$ cat src/verilog/prs_pkg.sv
// Constants, command and register-set types for the program-address unit.
// Assumes a 21-bit byte program space and 8-bit core registers.
package prs_pkg;

  // ****************************************************************
  // Widths and stack geometry
  // ****************************************************************
  localparam int PC_W        = 21;
  localparam int PTR_W       = 5;
  localparam int STACK_DEPTH = 31;
  localparam int INSTR_W     = 16;

  // ****************************************************************
  // Addresses, steps and vectors
  // ****************************************************************
  localparam logic [20:0] RESET_VECTOR = 21'h0_0000;
  localparam logic [20:0] VEC_HIGH     = 21'h0_0008;
  localparam logic [20:0] VEC_LOW      = 21'h0_0018;
  localparam logic [20:0] PC_STEP      = 21'h0_0002;

  localparam logic [4:0] PTR_EMPTY     = 5'h00;
  localparam logic [4:0] PTR_LAST_FREE = 5'h1E;
  localparam logic [4:0] PTR_MAX       = 5'h1F;
  localparam logic [4:0] PTR_ONE       = 5'h01;

  // ****************************************************************
  // Register offsets (byte addresses, one word each)
  // ****************************************************************
  localparam logic [7:0] OFS_STACK_POINTER_STATUS = 8'h00;
  localparam logic [7:0] OFS_STACK_TOP_LOW_BYTE   = 8'h04;
  localparam logic [7:0] OFS_STACK_TOP_HIGH_BYTE  = 8'h08;
  localparam logic [7:0] OFS_STACK_TOP_UPPER_BYTE = 8'h0C;
  localparam logic [7:0] OFS_COUNTER_LOW_BYTE     = 8'h10;
  localparam logic [7:0] OFS_COUNTER_HIGH_LATCH   = 8'h14;
  localparam logic [7:0] OFS_COUNTER_UPPER_LATCH  = 8'h18;

  // ****************************************************************
  // Field positions and reset values
  // ****************************************************************
  localparam int FULL_BIT = 7;
  localparam int UNF_BIT  = 6;

  localparam logic [7:0] STATUS_RESET      = 8'h00;
  localparam logic [7:0] HIGH_LATCH_RESET  = 8'h00;
  localparam logic [4:0] UPPER_LATCH_RESET = 5'h00;
  localparam logic       OVR_EN_RESET      = 1'b1;

  // ****************************************************************
  // Core command port
  // ****************************************************************
  typedef enum logic [3:0] {
    OP_NONE,
    OP_ADVANCE,
    OP_JUMP,
    OP_CALL,
    OP_INTR_HI,
    OP_INTR_LO,
    OP_RETURN,
    OP_RETURN_FROM_INTERRUPT,
    OP_PUSH,
    OP_POP
  } prs_op_t;

  typedef struct packed {
    prs_op_t     op;
    logic        fast;
    logic [20:0] target;
  } prs_cmd_t;

  typedef struct packed {
    logic [7:0] status;
    logic [7:0] working_register;
    logic [7:0] bank_select_register;
  } prs_regs_t;

endpackage

$ cat src/verilog/prs_stack_ram.sv
// Return-address storage: flip-flop entries 1..DEPTH, index 0 has none.
// Assumes one write port and one combinational read port on one clock.
`timescale 1ns/1ps

module prs_stack_ram #(
  parameter int DEPTH = 31,
  parameter int AW    = 5,
  parameter int DW    = 21
) (
  input  wire logic          hclk,
  input  wire logic          hresetn,
  input  wire logic          wr_en,
  input  wire logic [AW-1:0] wr_idx,
  input  wire logic [DW-1:0] wr_data,
  input  wire logic [AW-1:0] rd_idx,
  output logic      [DW-1:0] rd_data
);

  if (DEPTH < 1 || DEPTH >= (1 << AW)) begin : g_bad_depth
    $error("prs_stack_ram: DEPTH must be 1 to 2**AW-1");
  end

  logic [DW-1:0] mem_q [1:DEPTH];

  // ****************************************************************
  // Storage
  // ****************************************************************
  // entry storage
  always_ff @(posedge hclk or negedge hresetn) begin
    if (!hresetn) begin
      for (int i = 1; i <= DEPTH; i++) begin
        mem_q[i] <= '0;
      end
    end else if (wr_en && wr_idx != '0 && int'(wr_idx) <= DEPTH) begin
      mem_q[wr_idx] <= wr_data;
    end
  end

  always_comb begin
    rd_data = '0;
    if (rd_idx != '0 && int'(rd_idx) <= DEPTH) begin
      rd_data = mem_q[rd_idx];
    end
  end

endmodule

$ cat src/verilog/prs_pc_stack.sv
// Program counter, return stack control, fast shadow set and register slave.
// Assumes the core decoder issues one command per clock on hclk and a
// single AHB-Lite master drives word transfers.
`timescale 1ns/1ps

// Function
// - 21-bit counter; zeros above implemented memory
// - Reset at zero; vectors 0008h and 0018h
// - Low byte accessible; upper bits via latches
// - Low byte write loads latches into counter only when core op is OP_NONE
// - Low byte read copies counter into latches
// - Bit zero fixed; step two bytes
// - Jumps load counter directly, latches untouched
// - Calls, interrupts push; returns pop
// - 31 entries of 21 bits, private
// - Push increments first; pop reads then decrements
// - Reset clears pointer; zero means empty
// - Top bytes and pointer software accessible
// - Full after 31 pushes; software clears
// - Overflow reset stores address plus two
// - Without reset, pointer sticks at 31
// - Empty return loads zero; any empty pop flags underflow
// - Push stores counter; pop discards top
// - Status layout: full, underflow, zero, pointer
// - Interrupt captures shadows; fast return restores
// - Fast call saves; fast return restores
module prs_pc_stack #(
  parameter int MEM_BYTES = 65536
) (
  input  wire logic                            hclk,
  input  wire logic                            hresetn,
  input  wire logic                            por_resetn,
  input  wire logic                            hsel,
  input  wire logic [31:0]                     haddr,
  input  wire logic [1:0]                      htrans,
  input  wire logic                            hwrite,
  input  wire logic [2:0]                      hsize,
  input  wire logic [31:0]                     hwdata,
  input  wire logic                            hready,
  output logic                                 hreadyout,
  output logic                                 hresp,
  output logic      [31:0]                     hrdata,
  input  wire prs_pkg::prs_cmd_t               core_cmd,
  input  wire prs_pkg::prs_regs_t              core_regs,
  output logic                                 restore_valid,
  output prs_pkg::prs_regs_t                   restore_regs,
  output logic      [prs_pkg::PC_W-1:0]        fetch_addr,
  input  wire logic [prs_pkg::INSTR_W-1:0]     mem_rdata,
  output logic      [prs_pkg::INSTR_W-1:0]     fetch_word,
  input  wire logic                            overflow_reset_enable,
  output logic                                 stack_reset_req
);

  if (MEM_BYTES < 2 || MEM_BYTES > (1 << prs_pkg::PC_W)) begin : g_bad_mem
    $error("prs_pc_stack: MEM_BYTES out of range");
  end

  localparam logic [21:0] MEM_LIMIT = 22'(MEM_BYTES);

  logic [20:0]        pc_q;
  logic [20:0]        pc_d;
  logic [7:0]         counter_high_latch_q;
  logic [4:0]         counter_upper_latch_q;
  logic [4:0]         ptr_q;
  logic [4:0]         ptr_d;
  logic               full_q;
  logic               unf_q;
  logic               ovr_meta_q;
  logic               ovr_en_q;
  logic               reset_req_q;
  logic [20:0]        tos_rd;
  logic               ram_we;
  logic [4:0]         ram_widx;
  logic [20:0]        ram_wdata;
  logic [20:0]        tos_merge;
  prs_pkg::prs_regs_t shadow_q;
  prs_pkg::prs_regs_t restore_regs_q;
  logic               restore_valid_q;
  logic [7:0]         addr_q;
  logic               wr_pend_q;
  logic               rd_pend_q;
  logic [31:0]        hrdata_q;
  logic [31:0]        rd_value;
  logic [15:0]        fetch_word_q;
  prs_pkg::prs_op_t   op;
  logic               is_push;
  logic               is_pop;
  logic               push_ovf;
  logic               push_blk;
  logic               pop_unf;
  logic               ovr_reset;
  logic               wr_status;
  logic               tos_wr;
  logic               pcl_wr;
  logic               pcl_rd_fx;

  function automatic logic hit(input logic [7:0] a, input logic [7:0] ofs);
    return a[7:2] == ofs[7:2];
  endfunction

  // ****************************************************************
  // Bus slave
  // ****************************************************************
  always_ff @(posedge hclk or negedge hresetn) begin
    if (!hresetn) begin
      addr_q    <= 8'h00;
      wr_pend_q <= 1'b0;
      rd_pend_q <= 1'b0;
    end else begin
      wr_pend_q <= 1'b0;
      rd_pend_q <= 1'b0;
      if (hsel && hready && htrans[1]) begin
        addr_q    <= haddr[7:0];
        wr_pend_q <= hwrite;
        rd_pend_q <= !hwrite;
      end
    end
  end

  assign hreadyout = !rd_pend_q;
  assign hresp     = 1'b0;
  assign hrdata    = hrdata_q;

  assign wr_status = wr_pend_q && hit(addr_q, prs_pkg::OFS_STACK_POINTER_STATUS);
  assign pcl_wr    = wr_pend_q && hit(addr_q, prs_pkg::OFS_COUNTER_LOW_BYTE);
  assign pcl_rd_fx = rd_pend_q && hit(addr_q, prs_pkg::OFS_COUNTER_LOW_BYTE);
  assign tos_wr    = wr_pend_q && (hit(addr_q, prs_pkg::OFS_STACK_TOP_LOW_BYTE) ||
                                   hit(addr_q, prs_pkg::OFS_STACK_TOP_HIGH_BYTE) ||
                                   hit(addr_q, prs_pkg::OFS_STACK_TOP_UPPER_BYTE));

  always_comb begin
    rd_value = 32'h0000_0000;
    if (hit(addr_q, prs_pkg::OFS_STACK_POINTER_STATUS)) begin
      rd_value[prs_pkg::FULL_BIT] = full_q;
      rd_value[prs_pkg::UNF_BIT]  = unf_q;
      rd_value[4:0]               = ptr_q;
    end else if (hit(addr_q, prs_pkg::OFS_STACK_TOP_LOW_BYTE)) begin
      rd_value[7:0] = tos_rd[7:0];
    end else if (hit(addr_q, prs_pkg::OFS_STACK_TOP_HIGH_BYTE)) begin
      rd_value[7:0] = tos_rd[15:8];
    end else if (hit(addr_q, prs_pkg::OFS_STACK_TOP_UPPER_BYTE)) begin
      rd_value[4:0] = tos_rd[20:16];
    end else if (hit(addr_q, prs_pkg::OFS_COUNTER_LOW_BYTE)) begin
      rd_value[7:0] = pc_q[7:0];
    end else if (hit(addr_q, prs_pkg::OFS_COUNTER_HIGH_LATCH)) begin
      rd_value[7:0] = counter_high_latch_q;
    end else if (hit(addr_q, prs_pkg::OFS_COUNTER_UPPER_LATCH)) begin
      rd_value[4:0] = counter_upper_latch_q;
    end
  end

  always_ff @(posedge hclk or negedge hresetn) begin
    if (!hresetn) begin
      hrdata_q <= 32'h0000_0000;
    end else if (rd_pend_q) begin
      hrdata_q <= rd_value;
    end
  end

  // ****************************************************************
  // Overflow-reset enable synchroniser
  // ****************************************************************
  // static enable
  always_ff @(posedge hclk or negedge hresetn) begin
    if (!hresetn) begin
      ovr_meta_q <= prs_pkg::OVR_EN_RESET;
      ovr_en_q   <= prs_pkg::OVR_EN_RESET;
    end else begin
      ovr_meta_q <= overflow_reset_enable;
      ovr_en_q   <= ovr_meta_q;
    end
  end

  // ****************************************************************
  // Command decode
  // ****************************************************************
  assign op = core_cmd.op;

  assign is_push = (op == prs_pkg::OP_CALL) || (op == prs_pkg::OP_INTR_HI) ||
                   (op == prs_pkg::OP_INTR_LO) || (op == prs_pkg::OP_PUSH);
  assign is_pop  = (op == prs_pkg::OP_RETURN) || (op == prs_pkg::OP_RETURN_FROM_INTERRUPT) ||
                   (op == prs_pkg::OP_POP);

  assign push_ovf  = is_push && (ptr_q == prs_pkg::PTR_LAST_FREE);
  assign push_blk  = is_push && (ptr_q == prs_pkg::PTR_MAX);
  assign pop_unf   = is_pop && (ptr_q == prs_pkg::PTR_EMPTY);
  assign ovr_reset = ovr_en_q && (push_ovf || pop_unf);

  // ****************************************************************
  // Stack storage and write port
  // ****************************************************************
  // top byte merge
  always_comb begin
    tos_merge = tos_rd;
    if (hit(addr_q, prs_pkg::OFS_STACK_TOP_LOW_BYTE)) begin
      tos_merge[7:0] = hwdata[7:0];
    end else if (hit(addr_q, prs_pkg::OFS_STACK_TOP_HIGH_BYTE)) begin
      tos_merge[15:8] = hwdata[7:0];
    end else begin
      tos_merge[20:16] = hwdata[4:0];
    end
  end

  always_comb begin
    ram_we    = 1'b0;
    ram_widx  = 5'(ptr_q + prs_pkg::PTR_ONE);
    ram_wdata = pc_q;
    if (is_push) begin
      ram_we = !push_blk;
      if (push_ovf && ovr_en_q) begin
        ram_wdata = 21'(pc_q + prs_pkg::PC_STEP);
      end
    end else if (!is_pop && tos_wr && ptr_q != prs_pkg::PTR_EMPTY) begin
      ram_we    = 1'b1;
      ram_widx  = ptr_q;
      ram_wdata = tos_merge;
    end
  end

  prs_stack_ram #(
    .DEPTH (prs_pkg::STACK_DEPTH),
    .AW    (prs_pkg::PTR_W),
    .DW    (prs_pkg::PC_W)
  ) u_ram (
    .hclk    (hclk),
    .hresetn (hresetn),
    .wr_en   (ram_we),
    .wr_idx  (ram_widx),
    .wr_data (ram_wdata),
    .rd_idx  (ptr_q),
    .rd_data (tos_rd)
  );

  // ****************************************************************
  // Stack pointer
  // ****************************************************************
  // pointer movement
  always_comb begin
    ptr_d = ptr_q;
    if (is_push) begin
      if (!push_blk) begin
        ptr_d = 5'(ptr_q + prs_pkg::PTR_ONE);
      end
    end else if (is_pop) begin
      if (!pop_unf) begin
        ptr_d = 5'(ptr_q - prs_pkg::PTR_ONE);
      end
    end else if (wr_status) begin
      ptr_d = hwdata[4:0];
    end
  end

  always_ff @(posedge hclk or negedge hresetn) begin
    if (!hresetn) begin
      ptr_q <= prs_pkg::PTR_EMPTY;
    end else begin
      ptr_q <= ptr_d;
    end
  end

  // ****************************************************************
  // Sticky flags: full and underflow cleared only by software or power-on, reset request only by hresetn
  // ****************************************************************
  // full flag
  always_ff @(posedge hclk or negedge por_resetn) begin
    if (!por_resetn) begin
      full_q <= prs_pkg::STATUS_RESET[prs_pkg::FULL_BIT];
      unf_q  <= prs_pkg::STATUS_RESET[prs_pkg::UNF_BIT];
    end else begin
      if (push_ovf || push_blk) begin
        full_q <= 1'b1;
      end else if (wr_status && !hwdata[prs_pkg::FULL_BIT]) begin
        full_q <= 1'b0;
      end
      if (pop_unf) begin
        unf_q <= 1'b1;
      end else if (wr_status && !hwdata[prs_pkg::UNF_BIT]) begin
        unf_q <= 1'b0;
      end
    end
  end

  always_ff @(posedge hclk or negedge hresetn) begin
    if (!hresetn) begin
      reset_req_q <= 1'b0;
    end else if (ovr_reset) begin
      reset_req_q <= 1'b1;
    end
  end

  assign stack_reset_req = reset_req_q;

  // ****************************************************************
  // Program counter
  // ****************************************************************
  // vectors
  always_comb begin
    case (op)
      prs_pkg::OP_ADVANCE: begin
        pc_d = 21'(pc_q + prs_pkg::PC_STEP);
      end
      prs_pkg::OP_JUMP, prs_pkg::OP_CALL: begin
        pc_d = {core_cmd.target[20:1], 1'b0};
      end
      prs_pkg::OP_INTR_HI: begin
        pc_d = prs_pkg::VEC_HIGH;
      end
      prs_pkg::OP_INTR_LO: begin
        pc_d = prs_pkg::VEC_LOW;
      end
      prs_pkg::OP_RETURN, prs_pkg::OP_RETURN_FROM_INTERRUPT: begin
        pc_d = pop_unf ? prs_pkg::RESET_VECTOR : {tos_rd[20:1], 1'b0};
      end
      default: begin
        pc_d = pc_q;
        if (pcl_wr && op == prs_pkg::OP_NONE) begin
          pc_d = {counter_upper_latch_q, counter_high_latch_q, hwdata[7:1], 1'b0};
        end
      end
    endcase
  end

  always_ff @(posedge hclk or negedge hresetn) begin
    if (!hresetn) begin
      pc_q <= prs_pkg::RESET_VECTOR;
    end else begin
      pc_q <= pc_d;
    end
  end

  always_ff @(posedge hclk or negedge hresetn) begin
    if (!hresetn) begin
      counter_high_latch_q  <= prs_pkg::HIGH_LATCH_RESET;
      counter_upper_latch_q <= prs_pkg::UPPER_LATCH_RESET;
    end else if (pcl_rd_fx) begin
      counter_high_latch_q  <= pc_q[15:8];
      counter_upper_latch_q <= pc_q[20:16];
    end else if (wr_pend_q && hit(addr_q, prs_pkg::OFS_COUNTER_HIGH_LATCH)) begin
      counter_high_latch_q <= hwdata[7:0];
    end else if (wr_pend_q && hit(addr_q, prs_pkg::OFS_COUNTER_UPPER_LATCH)) begin
      counter_upper_latch_q <= hwdata[4:0];
    end
  end

  // ****************************************************************
  // Fetch path
  // ****************************************************************
  // zeros above memory
  always_ff @(posedge hclk or negedge hresetn) begin
    if (!hresetn) begin
      fetch_word_q <= 16'h0000;
    end else begin
      fetch_word_q <= ({1'b0, pc_q} < MEM_LIMIT) ? mem_rdata : 16'h0000;
    end
  end

  assign fetch_addr = pc_q;
  assign fetch_word = fetch_word_q;

  // ****************************************************************
  // Fast shadow registers
  // ****************************************************************
  // interrupt capture
  always_ff @(posedge hclk or negedge hresetn) begin
    if (!hresetn) begin
      shadow_q        <= '0;
      restore_regs_q  <= '0;
      restore_valid_q <= 1'b0;
    end else begin
      restore_valid_q <= 1'b0;
      if (op == prs_pkg::OP_INTR_HI || op == prs_pkg::OP_INTR_LO ||
          (op == prs_pkg::OP_CALL && core_cmd.fast)) begin
        shadow_q <= core_regs;
      end
      if ((op == prs_pkg::OP_RETURN_FROM_INTERRUPT || op == prs_pkg::OP_RETURN) && core_cmd.fast) begin
        restore_regs_q  <= shadow_q;
        restore_valid_q <= 1'b1;
      end
    end
  end

  assign restore_valid = restore_valid_q;
  assign restore_regs  = restore_regs_q;
endmodule

$ cat config.mk
export PLATFORM = sky130hd
export DESIGN_NAME = prs_pc_stack
export DESIGN_NICKNAME = d
export VERILOG_FILES = /design/src/verilog/prs_pkg.sv /design/src/verilog/prs_stack_ram.sv /design/src/verilog/prs_pc_stack.sv
export SDC_FILE = /design/constraint.sdc
export NUM_CORES = 2
export LEC_CHECK = 0
export ABC_CLOCK_PERIOD_IN_PS = 3300
export BUFFER_PORTS_ARGS = -buffer_cell sky130_fd_sc_hd__buf_2
export CORE_MARGIN = 2
export CORE_UTILIZATION = 43
export CTS_CLUSTER_DIAMETER = 50
export CTS_CLUSTER_SIZE = 24
export DETAILED_ROUTE_END_ITERATION = 12
export SLEW_MARGIN = 40
export SYNTH_ARGS = -nofsm -noshare
export SYNTH_HDL_FRONTEND = slang
export SYNTH_HIERARCHICAL = 1
export SYNTH_SLANG_ARGS = --single-unit
$ cat constraint.sdc
create_clock -name hclk -period 3.3 [get_ports hclk]
set_clock_uncertainty 0.1 [all_clocks]
set_input_delay 0.33 -clock hclk [delete_from_list [all_inputs] [get_ports hclk]]
set_output_delay 0.33 -clock hclk [all_outputs]
set_load 0.01 [all_outputs]
==> flow_metrics.py <==
metrics = {
    "setup_path": {
        "critPathKind": "reg2reg",
        "critPathCaptureType": "flip-flop",
        "reg2reg_depth": 12,
        "r2r_slack_ns": -0.08,
        "timing.rr.end": "u_ram/mem_q[92]",
        "slowest_stage": "nor3_1",
        "worstPathCellList": "buf_12, buf_4, nand2_4, buf_4, o22ai_1, nor3_1, nor4_4, nand2_1, a21oi_1, a221o_1, buf_12, mux2_2",
        "critPathMaxStageDelay_ns": 0.64,
        "cp-start-kind": "flip-flop",
        "crit_fanout": 31,
        "required_ns": 3.73,
        "cp.arrival_ns": 3.80,
        "timing.rr.start": "ptr_q[1]",
    },
    "final_layout": {
        "nets": 3486,
        "area_delta_synth_final_pct": 29.15,
        "final_cell_mix": "770 x dfrtp_1, 661 x mux2_2, 266 x buf_4",
        "final_util_pct": 55.94,
        "nFillCells": 6862,
        "final_cells": 4568,
        "n_antenna_cell": 0,
        "layout_commonest_cell": "dfrtp_1",
        "drive_gt1_share_pct": 49.40,
    },
    "power_and_ir_drop": {
        "power.internal_mw": 28.03,
        "peakVddDrop_v": 0.0004063,
        "seqPwrFrac_pct": 32.6,
        "power.switching_mw": 16.04,
        "pwr-share-clk_pct": 23.8,
        "leakagePower_nw": 22.83,
        "p_per_area_nw_per_um2": 909.6,
        "swShare_pct": 36.40,
        "comb_power_share_pct": 43.6,
    },
    "logic_synthesis": {
        "synthXorXnorAreaFrac_pct": 0.2101,
        "synth_edf_count": 0,
        "synth_compound_area_share_pct": 7.096,
        "ys_types": 88,
        "ys_async_sr_fraction_pct": 100.0,
        "ys_warn_count": 6,
        "ys_seq_area_share_pct": 51.69,
        "synthCells": 2855,
        "yosys.area_share.simple_pct": 5.532,
        "syn_avg_cell_area_um2": 13.14,
        "yosys-mux-area-fraction_pct": 31.16,
        "synth_flop_cell": "dfrtp_1",
        "synth_adder_area_share_pct": 0.2001,
        "syn-cell-area_um2": 37520,
        "synth-seq-cells": 775,
        "synth_top_family_by_area": "multiplexers",
    },
    "detailed_routing": {
        "drt-pass1-iter-count": 8,
        "drt-initial-drc-count": 2375,
        "viasPerCell": 5.956,
        "via_count": 27210,
        "wl_um": 128700,
        "postRouteAntennaNets": 0,
        "drt_drc_violations_left": 0,
        "drt-wirelength-per-cell_um": 28.18,
    },
    "placed_design": {
        "numPortBuffers": 157,
        "dp.cells": 4246,
        "hpwl_um": 78630,
        "gp_congestion": 0.9399,
    },
    "die": {
        "die_area_um2": 89640,
        "initial_core_util_pct": 43.32,
        "rows": 108,
        "die_x_um": 299.4,
        "fp.dieH_um": 299.4,
        "io_pins": 239,
        "core_area_um2": 86620,
    },
    "global_routing": {
        "grt_max_degree": 101,
        "grt_use_total_pct": 26.38,
        "grt_pass1_wl_um": 178000,
        "grt-ovfl-total": 0,
        "grt_pass1_vias": 27770,
        "grt_antenna_before_repair": 9,
    },
    "worst_hold_path": {
        "hold_start": "hready",
        "hold_class": "in2reg",
        "min_path_cells": 3,
        "worstHoldEndpoint": "wr_pend_q",
    },
    "sta": {
        "finalCritPeriodShare_pct": 102.3,
        "setup_ws_ns": -0.07689,
        "worst_pin_slew_ns": 0.7816,
        "clock.fmax_mhz": 296.1,
        "timing.slew.headroom_pct": 47.89,
        "slew_violations": 0,
        "hold_viol": 0,
        "rsz0062_at_grt": "yes",
        "fin_crit_ns": 3.377,
        "setup_viol": 175,
    },
    "job": {
        "maxCapViolCount": 0,
    },
    "clock_network": {
        "cts.path.max_buffers": 3,
        "cts-root-buf": "clkbuf_16",
        "cts_tree": "yes",
        "clkLatencyLatePin_ns": 0.67,
        "path_clk_slew_ns": 0.06,
        "cts.sink_count": 775,
        "cts-htree-levels": 3,
        "cts_buffers": 88,
    },
    "run_status": {
        "status": "finished, violations left",
        "failed_checks": "negative setup slack",
    },
}
==> repair_timing <==
| action | 4_1_cts | 5_1_grt |
|---|---|---|
| setup buffers | 20 | 39 |
| gates cloned | 13 | 35 |
| hold buffers | 57 | 0 |
| setup endpoints to repair | 657 | 651 |
| pin swaps | 14 | 37 |
| endpoints found under the hold margin | 107 | 0 |
| gates resized for setup | 88 | 182 |
==> routing by layer <==
metal | global-route usage, % | up-vias | share of wire [%]
met2 | 41.88 | 1195 | 45
met1 | 36.43 | 14210 | 43
met3 | 4.479 | 275 | 7.7
li1 | - | 11530 | -
met5 | 0 | - | 0
met4 | 9.762 | 0 | 4.7
==> cell type report <==
class | instances | area, um^2 | area share (%)
Sequential cell | 775 | 19410 | 40.05
Clock inverter | 69 | 843.3 | 1.740
Timing Repair Buffer | 651 | 6605 | 13.63
Multi-Input combinational cell | 1803 | 17790 | 36.71
Clock buffer | 96 | 2293 | 4.733
Inverter | 19 | 73.82 | 0.1523
Tap cell | 1155 | 1445 | 2.982
==> logic make-up after synthesis <==
kind of cell,after synthesis
other cells,1
flops,775
simple gates,348
mux,1022
compound gates,390
buf+inv,304
xor+xnor,9
fa+ha+maj,6
==> cell usage after synthesis, types with 42 or more instances <==
master	instances	area share [%]
nor3_1	52	0.69
mux4_2	42	2.5
mux2_2	716	21
dfrtp_1	773	52
nor2_1	60	0.60
a21oi_1	80	1.1
buf_4	44	0.88
clkbuf_1	119	1.2
buf_2	102	1.4
nand2_1	53	0.53
o22ai_1	90	1.5
mux2i_1	247	6.6
o21ai_0	46	0.61
==> critical path, delay by kind of cell (launching register included) <==
family,cells,cell delay (ns)
simple gates,4,1.10
buf+inv,4,0.68
flops,1,0.54
compound gates,3,0.50
mux,1,0.29
==> sequential cells by signal (all words and copies together), names as in the netlist, 5 cells and up <==
signal and flops:
addr_q 6, shadow_q 24, ptr_q 5, u_ram/mem_q 651, counter_high_latch_q 8, counter_upper_latch_q 5
fetch_word 16, restore_regs 24, fetch_addr 20, hrdata 8
==> power by group through the flow <==
stage	combinational (mW)	clock (mW)	sequential, mW
2_1_floorplan	9.28	0	13.9
3_3_place_gp	16.0	0	14.2
3_5_place_dp	16.4	0	14.5
4_1_cts	17.2	10.6	14.3
5_1_grt	20.0	11.1	14.7
6_report	19.2	10.5	14.4
==> metrics by stage <==
step	TNS, ns	setup slack (ns)	total power, mW	hold slack [ns]	cell area (um^2)
after floorplan	0	0.008927	23.21	-0.06559	37660
after global placement	-47.60	-0.1752	30.21	0.03040	42040
after detailed placement	-75.85	-0.2281	30.82	0.03379	42040
after CTS	-0.1934	-0.02534	42.18	0.001918	46660
after global routing	-17.98	-0.1183	45.77	0.02326	48460
final	-4.486	-0.07689	44.08	0.03205	48460
==> worst max path at each step <==
stage	start	to	slack, ns	cells after the start
CTS	ptr_q[1]	u_ram/mem_q[461]	-0.03	12
finish	ptr_q[1]	u_ram/mem_q[92]	-0.08	12
global placement	ptr_q[1]	u_ram/mem_q[398]	-0.18	13
global route	ptr_q[0]	u_ram/mem_q[92]	-0.12	14
detailed placement	ptr_q[1]	u_ram/mem_q[185]	-0.23	13
floorplan	ptr_q[0]	u_ram/mem_q[451]	0.009	13
No activity file was read; power rests on OpenSTA's default activity.
